`config.mk`:
```
export PLATFORM = sky130hd
export DESIGN_NAME = slc_dev_regs_flat
export DESIGN_NICKNAME = d
export VERILOG_FILES = /design/src/slc_pkg.sv /design/src/slc_link_if.sv /design/src/slc_dev_regs.sv /design/src/flat_wrapper.sv
export SDC_FILE = /design/constraint.sdc
export NUM_CORES = 1
export LEC_CHECK = 0
export ABC_CLOCK_PERIOD_IN_PS = 1500
export BUFFER_PORTS_ARGS = -buffer_cell sky130_fd_sc_hd__clkbuf_2
export CORE_UTILIZATION = 25
export DETAILED_ROUTE_END_ITERATION = 6
export HOLD_SLACK_MARGIN = 0.1
export PLACE_DENSITY_LB_ADDON = 0.05
export SLEW_MARGIN = 40
export SYNTH_ARGS = -nofsm -noshare
export SYNTH_HDL_FRONTEND = slang
export SYNTH_SLANG_ARGS = --single-unit
export TNS_END_PERCENT = 20
```
`constraint.sdc`:
```
create_clock -name clk_i -period 1.5 [get_ports clk_i]
set_input_delay 0.15 -clock clk_i [delete_from_list [all_inputs] [get_ports clk_i]]
set_output_delay 0.15 -clock clk_i [all_outputs]
set_load 0.02 [all_outputs]
```
`src/slc_pkg.sv`:
```
package slc_pkg;
  // device register byte addresses on the configuration port
  localparam logic [9:0] SLC_ADDR_LINK_EN = 10'h200;
  localparam logic [9:0] SLC_ADDR_MODE    = 10'h201;
  localparam logic [9:0] SLC_ADDR_FPM     = 10'h202;
  localparam logic [9:0] SLC_ADDR_SYNC    = 10'h203;
  localparam logic [9:0] SLC_ADDR_CTRL    = 10'h204;
  localparam logic [9:0] SLC_ADDR_BASE    = 10'h200;
  // reset values of the device registers
  localparam logic [7:0] SLC_RST_LINK_EN  = 8'h01;
  localparam logic [7:0] SLC_RST_MODE     = 8'h02;
  localparam logic [7:0] SLC_RST_FPM      = 8'h1f;
  localparam logic [7:0] SLC_RST_SYNC     = 8'h01;
  localparam logic [7:0] SLC_RST_CTRL     = 8'h02;
  localparam logic [7:0] SLC_ZERO8        = 8'h00;
  // field positions
  localparam int SLC_LINK_EN_BIT = 0;
  localparam int SLC_FIELD5_MSB  = 4;
  localparam int SLC_SYNC_BIT    = 0;
  localparam int SLC_SEL_MSB     = 3;
  localparam int SLC_SEL_LSB     = 2;
  localparam int SLC_SFMT_BIT    = 1;
  localparam int SLC_WHITEN_BIT  = 0;
  // sync source encodings
  localparam logic [1:0] SLC_SEL_SE_PIN = 2'h0;
  localparam logic [1:0] SLC_SEL_TS_IN  = 2'h1;
  localparam logic [1:0] SLC_SEL_SOFT   = 2'h2;
  // controller register offsets on the software port
  localparam logic [3:0] SLC_H_TARGET = 4'h0;
  localparam logic [3:0] SLC_H_DATA   = 4'h1;
  localparam logic [3:0] SLC_H_CMD    = 4'h2;
  localparam logic [3:0] SLC_H_STATUS = 4'h3;
  localparam logic [3:0] SLC_H_RDATA  = 4'h4;
  localparam logic [3:0] SLC_H_CAL    = 4'h5;
  // controller field positions
  localparam int SLC_CMD_WR_BIT  = 0;
  localparam int SLC_CMD_RD_BIT  = 1;
  localparam int SLC_ST_BUSY_BIT = 0;
  localparam int SLC_ST_REF_BIT  = 1;
  localparam int SLC_ST_CAL_BIT  = 2;
  localparam int SLC_ST_LEN_BIT  = 3;
  localparam int SLC_CAL_BIT     = 0;
  localparam logic [2:0] SLC_TGT_LAST = 3'h4;
endpackage : slc_pkg

```
`src/slc_link_if.sv`:
```
`timescale 1ns/100ps
interface slc_link_if;
  logic [9:0] addr;   // register byte address
  logic [7:0] wdata;  // write data
  logic       wr;     // one-cycle write strobe
  logic       rd;     // one-cycle read strobe
  logic [7:0] rdata;  // read data, the cycle after rd
  logic       cal_en; // calibration enable level

  modport dev  (input addr, wdata, wr, rd, cal_en, output rdata);
  modport host (output addr, wdata, wr, rd, cal_en, input rdata);
endinterface : slc_link_if

```
`src/slc_dev_regs.sv`:
```
`timescale 1ns/100ps
////////////////////////////////////////////////////////////////////////////////
// device end of the link control bank: five byte registers behind the
// configuration port, decoded to the link's reset, power and format controls
// the programming order is kept by the host end, not here; this end stores
// whatever reaches it, so any other master must follow the same order
// frames-per-multiframe legality against the output mode is not checked
// reserved bits are not stored, which trades read-back of junk for area
// every output is a flip-flop or a plain inversion of one, so the link
// sees no glitch from the bus decode
// both sync inputs are active low and are taken as already synchronous;
// a pin from another clock domain needs a synchroniser in front of it
////////////////////////////////////////////////////////////////////////////////
module slc_dev_regs
  import slc_pkg::*;
(
  // clock and reset
  input  wire logic       clk_i,
  input  wire logic       rst_i,
  // configuration port
  slc_link_if.dev         cfg,
  // sync and timing inputs
  input  wire logic       single_ended_resync_pin_low_i,
  input  wire logic       timestamp_diff_input_low_i,
  input  wire logic       timestamp_receiver_enable_i,
  input  wire logic       sysref_i,
  // link control outputs
  output logic            link_reset_o,
  output logic            serializer_power_down_o,
  output logic            link_clock_gate_o,
  output logic            lmfc_reset_o,
  output logic            sysref_align_o,
  output logic            sync_request_o,
  // link configuration outputs
  output logic [4:0]      output_mode_select_o,
  output logic [4:0]      frames_per_multiframe_less_one_o,
  output logic            sample_number_format_o,
  output logic            data_whitening_on_o
);
  import slc_pkg::*;

  //////////////////////////////////////////////////////////////////////////////
  // state
  typedef struct packed {
    logic       link_enable;                    // link enable bit
    logic [4:0] output_mode_select;             // output mode field
    logic [4:0] frames_per_multiframe_less_one; // multiframe length less one
    logic       soft_resync_request_low;        // active-low soft request
    logic [1:0] sync_source;                    // sync source select
    logic       sample_number_format;           // 1 = two's complement
    logic       data_whitening_on;              // scrambler enable
    logic [7:0] rdata;                          // read answer register
    logic       sync_request;                   // combined request to link
    logic       sysref_align;                   // qualified sysref
  } slc_dev_state_s;

  // reset image; the link comes up enabled with no resync request
  localparam slc_dev_state_s SLC_DEV_RESET = '{
    link_enable:                    SLC_RST_LINK_EN[SLC_LINK_EN_BIT],
    output_mode_select:             SLC_RST_MODE[SLC_FIELD5_MSB:0],
    frames_per_multiframe_less_one: SLC_RST_FPM[SLC_FIELD5_MSB:0],
    soft_resync_request_low:        SLC_RST_SYNC[SLC_SYNC_BIT],
    sync_source:                    SLC_RST_CTRL[SLC_SEL_MSB:SLC_SEL_LSB],
    sample_number_format:           SLC_RST_CTRL[SLC_SFMT_BIT],
    data_whitening_on:              SLC_RST_CTRL[SLC_WHITEN_BIT],
    rdata:                          SLC_ZERO8,
    sync_request:                   1'b0,
    sysref_align:                   1'b0
  };

  slc_dev_state_s state_reg;  // registered state
  slc_dev_state_s state_next; // next state

  //////////////////////////////////////////////////////////////////////////////
  // next-state logic
  always_comb begin
    logic pin_low; // selected sync pin asserted
    pin_low    = 1'b0;
    state_next = state_reg;
    state_next.rdata = SLC_ZERO8; // unmapped and idle reads give zero
    // register writes; reserved bits are not kept and read zero
    // the bus never raises write and read together, so the two decodes
    // below may both run in one pass without a priority between them
    if (cfg.wr) begin
      case (cfg.addr)
        SLC_ADDR_LINK_EN: begin
          // link on or off; the host keeps the order with calibration
          state_next.link_enable = cfg.wdata[SLC_LINK_EN_BIT];
        end
        SLC_ADDR_MODE: begin
          // output mode, taken as written
          state_next.output_mode_select = cfg.wdata[SLC_FIELD5_MSB:0];
        end
        SLC_ADDR_FPM: begin
          // multiframe length less one; legality is left to software
          state_next.frames_per_multiframe_less_one = cfg.wdata[SLC_FIELD5_MSB:0];
        end
        SLC_ADDR_SYNC: begin
          // zero asks for resync, one releases it
          state_next.soft_resync_request_low = cfg.wdata[SLC_SYNC_BIT];
        end
        SLC_ADDR_CTRL: begin
          // source, format and whitening in one byte
          state_next.sync_source          = cfg.wdata[SLC_SEL_MSB:SLC_SEL_LSB];
          state_next.sample_number_format = cfg.wdata[SLC_SFMT_BIT];
          state_next.data_whitening_on    = cfg.wdata[SLC_WHITEN_BIT];
        end
        default: begin
          // unmapped address: the write is dropped
        end
      endcase
    end
    // register reads, answered in the next cycle
    // the answer is registered so that read data never ripple from the strobe
    if (cfg.rd) begin
      case (cfg.addr)
        SLC_ADDR_LINK_EN: begin
          // enable bit only; reserved bits read zero
          state_next.rdata[SLC_LINK_EN_BIT] = state_reg.link_enable;
        end
        SLC_ADDR_MODE: begin
          // five-bit output mode
          state_next.rdata[SLC_FIELD5_MSB:0] = state_reg.output_mode_select;
        end
        SLC_ADDR_FPM: begin
          // multiframe length less one
          state_next.rdata[SLC_FIELD5_MSB:0] = state_reg.frames_per_multiframe_less_one;
        end
        SLC_ADDR_SYNC: begin
          // active-low soft request
          state_next.rdata[SLC_SYNC_BIT] = state_reg.soft_resync_request_low;
        end
        SLC_ADDR_CTRL: begin
          // source, format and whitening; the upper nibble reads zero
          state_next.rdata[SLC_SEL_MSB:SLC_SEL_LSB] = state_reg.sync_source;
          state_next.rdata[SLC_SFMT_BIT]            = state_reg.sample_number_format;
          state_next.rdata[SLC_WHITEN_BIT]          = state_reg.data_whitening_on;
        end
        default: begin
          // unmapped address answers zero
        end
      endcase
    end
    // pick the sync pin; both pins idle high and ask for resync when low
    // the timestamp input counts only with its receiver on, so an idle
    // receiver cannot hold the link in resync
    case (state_reg.sync_source)
      SLC_SEL_SE_PIN: begin
        pin_low = ~single_ended_resync_pin_low_i;
      end
      SLC_SEL_TS_IN: begin
        pin_low = ~timestamp_diff_input_low_i & timestamp_receiver_enable_i;
      end
      default: begin
        // software only, and the unused code too; a stuck pin is ignored
        pin_low = 1'b0;
      end
    endcase
    // soft request always counts, OR-ed with the pin
    // a stuck-low pin keeps the request up through any soft value
    // requests are gated off while the link is disabled: its logic is in reset
    state_next.sync_request = state_reg.link_enable &
                              (~state_reg.soft_resync_request_low | pin_low);
    // sysref cannot realign the counter while the link is off
    state_next.sysref_align = sysref_i & state_reg.link_enable;
  end

  //////////////////////////////////////////////////////////////////////////////
  // state register
  // asynchronous reset brings the bank to its power-on image at once
  always_ff @(posedge clk_i or posedge rst_i) begin
    if (rst_i) begin
      state_reg <= SLC_DEV_RESET;
    end else begin
      state_reg <= state_next;
    end
  end

  //////////////////////////////////////////////////////////////////////////////
  // outputs
  // the four power and reset controls share the enable level; keeping them
  // apart lets the serializer and clock logic be retimed on their own later
  // read data are zero outside the answer cycle, so a shared bus may OR them
  assign cfg.rdata                        = state_reg.rdata;
  assign link_reset_o                     = ~state_reg.link_enable;
  assign serializer_power_down_o          = ~state_reg.link_enable;
  assign link_clock_gate_o                = ~state_reg.link_enable;
  assign lmfc_reset_o                     = ~state_reg.link_enable;
  assign sysref_align_o                   = state_reg.sysref_align;
  assign sync_request_o                   = state_reg.sync_request;
  assign output_mode_select_o             = state_reg.output_mode_select;
  assign frames_per_multiframe_less_one_o = state_reg.frames_per_multiframe_less_one;
  assign sample_number_format_o           = state_reg.sample_number_format;
  assign data_whitening_on_o              = state_reg.data_whitening_on;
endmodule : slc_dev_regs

```
`src/flat_wrapper.sv`:
```
// flat-port wrapper written by rule: the top's interface ports become plain ports
module slc_dev_regs_flat import slc_pkg::*;
  (clk_i, rst_i, single_ended_resync_pin_low_i, timestamp_diff_input_low_i, timestamp_receiver_enable_i, sysref_i, link_reset_o, serializer_power_down_o, link_clock_gate_o, lmfc_reset_o, sysref_align_o, sync_request_o, output_mode_select_o, frames_per_multiframe_less_one_o, sample_number_format_o, data_whitening_on_o, cfg_addr, cfg_wdata, cfg_wr, cfg_rd, cfg_cal_en, cfg_rdata);
  slc_link_if cfg_i ();
  input  wire logic clk_i;
  input  wire logic rst_i;
  input  wire logic single_ended_resync_pin_low_i;
  input  wire logic timestamp_diff_input_low_i;
  input  wire logic timestamp_receiver_enable_i;
  input  wire logic sysref_i;
  output logic link_reset_o;
  output logic serializer_power_down_o;
  output logic link_clock_gate_o;
  output logic lmfc_reset_o;
  output logic sysref_align_o;
  output logic sync_request_o;
  output logic [4:0] output_mode_select_o;
  output logic [4:0] frames_per_multiframe_less_one_o;
  output logic sample_number_format_o;
  output logic data_whitening_on_o;
  input wire logic [$bits(cfg_i.addr)-1:0] cfg_addr;
  input wire logic [$bits(cfg_i.wdata)-1:0] cfg_wdata;
  input wire logic [$bits(cfg_i.wr)-1:0] cfg_wr;
  input wire logic [$bits(cfg_i.rd)-1:0] cfg_rd;
  input wire logic [$bits(cfg_i.cal_en)-1:0] cfg_cal_en;
  output wire logic [$bits(cfg_i.rdata)-1:0] cfg_rdata;
  assign cfg_i.addr = cfg_addr;
  assign cfg_i.wdata = cfg_wdata;
  assign cfg_i.wr = cfg_wr;
  assign cfg_i.rd = cfg_rd;
  assign cfg_i.cal_en = cfg_cal_en;
  assign cfg_rdata = cfg_i.rdata;
  slc_dev_regs u_core (.clk_i(clk_i), .rst_i(rst_i), .cfg(cfg_i), .single_ended_resync_pin_low_i(single_ended_resync_pin_low_i), .timestamp_diff_input_low_i(timestamp_diff_input_low_i), .timestamp_receiver_enable_i(timestamp_receiver_enable_i), .sysref_i(sysref_i), .link_reset_o(link_reset_o), .serializer_power_down_o(serializer_power_down_o), .link_clock_gate_o(link_clock_gate_o), .lmfc_reset_o(lmfc_reset_o), .sysref_align_o(sysref_align_o), .sync_request_o(sync_request_o), .output_mode_select_o(output_mode_select_o), .frames_per_multiframe_less_one_o(frames_per_multiframe_less_one_o), .sample_number_format_o(sample_number_format_o), .data_whitening_on_o(data_whitening_on_o));
endmodule
```
==> impl_metrics.tcl <==
set metrics [dict create \
    hold_depth 2 \
    final_cell_mix "clkbuf_2, mux2_2, dfrtp_1, buf_4" \
    cp.arrival_ns 1.40 \
    rows 25 \
    clk_path_buf_depth 2 \
    status "finished, final reports clean" \
    fin_tns_setup_ns 0 \
    grt_first_pass_wirelength_mm 4.82 \
    place_ws_ns 0.103 \
    reg2reg_slack_ns 0.27 \
    irDropWorstVdd_mv 0.257 \
    die-area_um2 5430 \
    drt_first_pass_iters 4 \
    rsz0062_at_grt "false" \
    fin_skew_ns 0.00768 \
    synth_area_um2 1280 \
    initial_core_util 0.266 \
    track_usage 0.119 \
    cp_num_buf_inv 0 \
    fillers 526 \
    clk_pin_slew_worst_paths_ns 0.09 \
    power_frac_clock 0.344 \
    power_frac_comb 0.117 \
    swShare 0.256 \
    finalHoldViolCount 0 \
    antenna_found_initial 0 \
    slowest_stage "dfstp_2" \
    synth.largest_area_cell "dfrtp_1" \
    finalSetupViolations 0 \
    synth.distinct_cells 27 \
    reg2regPathDepth 3 \
    numPortBuffers 45 \
    routedWlPerCell_um 13.2 \
    synth-seq-cells 23 \
    synthCells 114 \
    syn_to_final_growth_pct 24.1 \
    path_cells "nor4b_1 > a31oi_1 > a211oi_1" \
    p_int_uw 880 \
    numCtsBuffers 3 \
    wirelength_mm 2.93 \
    drc 0 \
    pwr-share-seq 0.538 \
    coreArea_um2 4820 \
    timing.rr.end "u_core.cfg.rdata[0]" \
    cts.sinks 23 \
    grt_pass1_vias 953 \
    register_area_um2 587 \
    die_x_um 73.7 \
    dp_hpwl_mm 2.25 \
    layout.nets 184 \
    drt_iter0_drc 14 \
    worst-path-max-fanout 4 \
    min_from "cfg_wdata[4]" \
    yosys-top-cells-area "dfrtp_1, dfstp_2, mux2_2, buf_4, and3b_1" \
    drtAntennaViolNets 0 \
    cp-end-kind "flop" \
    grt_max_degree 24 \
    num_vias 942 \
    slowest_delay_ns 0.56 \
    yosysWarningCount 0 \
    power_density_nw_per_um2 742 \
    switching_power_uw 302 \
    clk_latency_ns 0.27 \
    via_per_inst 4.22 \
    htree_num_levels 1 \
    cap_violations 0 \
    n_antenna_cell 0 \
    holdPathEnd "u_core.frames_per_multiframe_less_one_o[4]" \
    yosysSeqAreaShare 0.457 \
    mostFrequentLayoutCell "clkbuf_2" \
    start_kind "flop" \
    reg2reg_from "u_core.state_reg[25]" \
    slew_viol_final 0 \
    crit_family "flip-flops" \
    multiInputGateArea_um2 523 \
    gp_congestion 0.745 \
    setup_slack_ns 0.273 \
    synth_top_area_share 0.273 \
    cp.required_ns 1.68 \
    period_share 0.818 \
    io_pins 53 \
    cts_setup_buffers 0 \
    critical_path_depth 3 \
    clock.fmax_ghz 0.815 \
    drive_above_1_share 0.571 \
    syn_avg_cell_area_um2 11.3 \
    criticalPathCategory "reg2reg" \
    min_period_ns 1.23 \
    leakage_nw 0.812 \
    grt_overflow_total 0 \
    die_h_um 73.7 \
    cts-root-buf "clkbuf_8" \
    cts_tree "built" \
    worstHoldPathType "in2reg" \
]
[worst register-to-register path: stages, from the launching register on]
cell,delay [ns]
dfstp_2,0.56
nor4b_1,0.25
a31oi_1,0.07
a211oi_1,0.26
[area by class of cell]
class / instances / area share
clock buffer: 3 / 0.0259
timing repair buffer: 59 / 0.211
sequential: 23 / 0.368
multi-input combinational: 66 / 0.328
clock inverter: 1 / 0.00471
tap: 67 / 0.0526
inverter: 4 / 0.00943
[layer usage]
| metal | part of all wire | wire length, um | track usage | vias to the layer above |
|---|---|---|---|---|
| li1 | - | - | - | 461 |
| met1 | 0.45 | 1310 | 0.155 | 456 |
| met2 | 0.49 | 1440 | 0.190 | 23 |
| met3 | 0.052 | 152 | 0.0274 | 2 |
| met4 | 0.0085 | 25 | 0.0491 | 0 |
| met5 | 0 | 0 | 0 | - |
[synthesized netlist by cell type, drive strengths merged]
cell,n
a211oi,4
a21oi,2
a22oi,1
a31oi,1
and2,3
and3b,9
buf,22
clkbuf,1
conb,1
dfrtp,14
dfstp,9
inv,4
mux2,17
nand2,3
nand3,1
nand4,5
nor2,3
nor2b,3
nor3,2
nor3b,1
nor4b,2
o21ai,4
o21bai,1
xor2,1
[power by group through the flow]
stage	Combinational [mW]	Sequential, mW	Clock, mW
2_1_floorplan	0.0771	0.647	0
3_3_place_gp	0.135	0.647	0
3_5_place_dp	0.137	0.647	0
4_1_cts	0.141	0.636	0.424
5_1_grt	0.155	0.638	0.455
6_report	0.139	0.636	0.407
[timing repair]
action                    in CTS  in global routing
hold endpoints to repair      15                  0
resized for setup              0                  0
hold buffers                   2                  0
[metrics by stage]
stage	power, mW	util	cell area [um^2]	hold slack, ns	std cells
finish	1.18	0.331	1590	0.131	223
global route	1.25	0.331	1590	0.130	223
CTS	1.20	0.331	1590	0.124	223
detailed placement	0.784	0.316	1520	0.192	217
global placement	0.782	0.316	1520	0.185	217
floorplan	0.724	-	1290	0.145	116
[cells by family after synthesis]
family / after synthesis / share of synthesized area
xor+xnor: 1 / 0.00682
mux: 17 / 0.149
buf+inv: 27 / 0.141
flops: 23 / 0.457
other cells: 1 / 0.00292
compound gates: 13 / 0.0634
simple gates: 32 / 0.179
[worst max-delay path by stage]
| stage | from | endpoint | slack (ns) |
|---|---|---|---|
| finish | u_core.state_reg[25] | u_core.cfg.rdata[0] | 0.27 |
| CTS | u_core.state_reg[25] | link_reset_o | 0.25 |
| global route | u_core.state_reg[25] | u_core.cfg.rdata[0] | 0.14 |
| floorplan | cfg_addr[6] | u_core.output_mode_select_o[0] | 0.30 |
| global placement | cfg_addr[6] | u_core.output_mode_select_o[2] | 0.12 |
| detailed placement | cfg_addr[6] | u_core.output_mode_select_o[4] | 0.10 |
(Power assumes the default switching activity.)
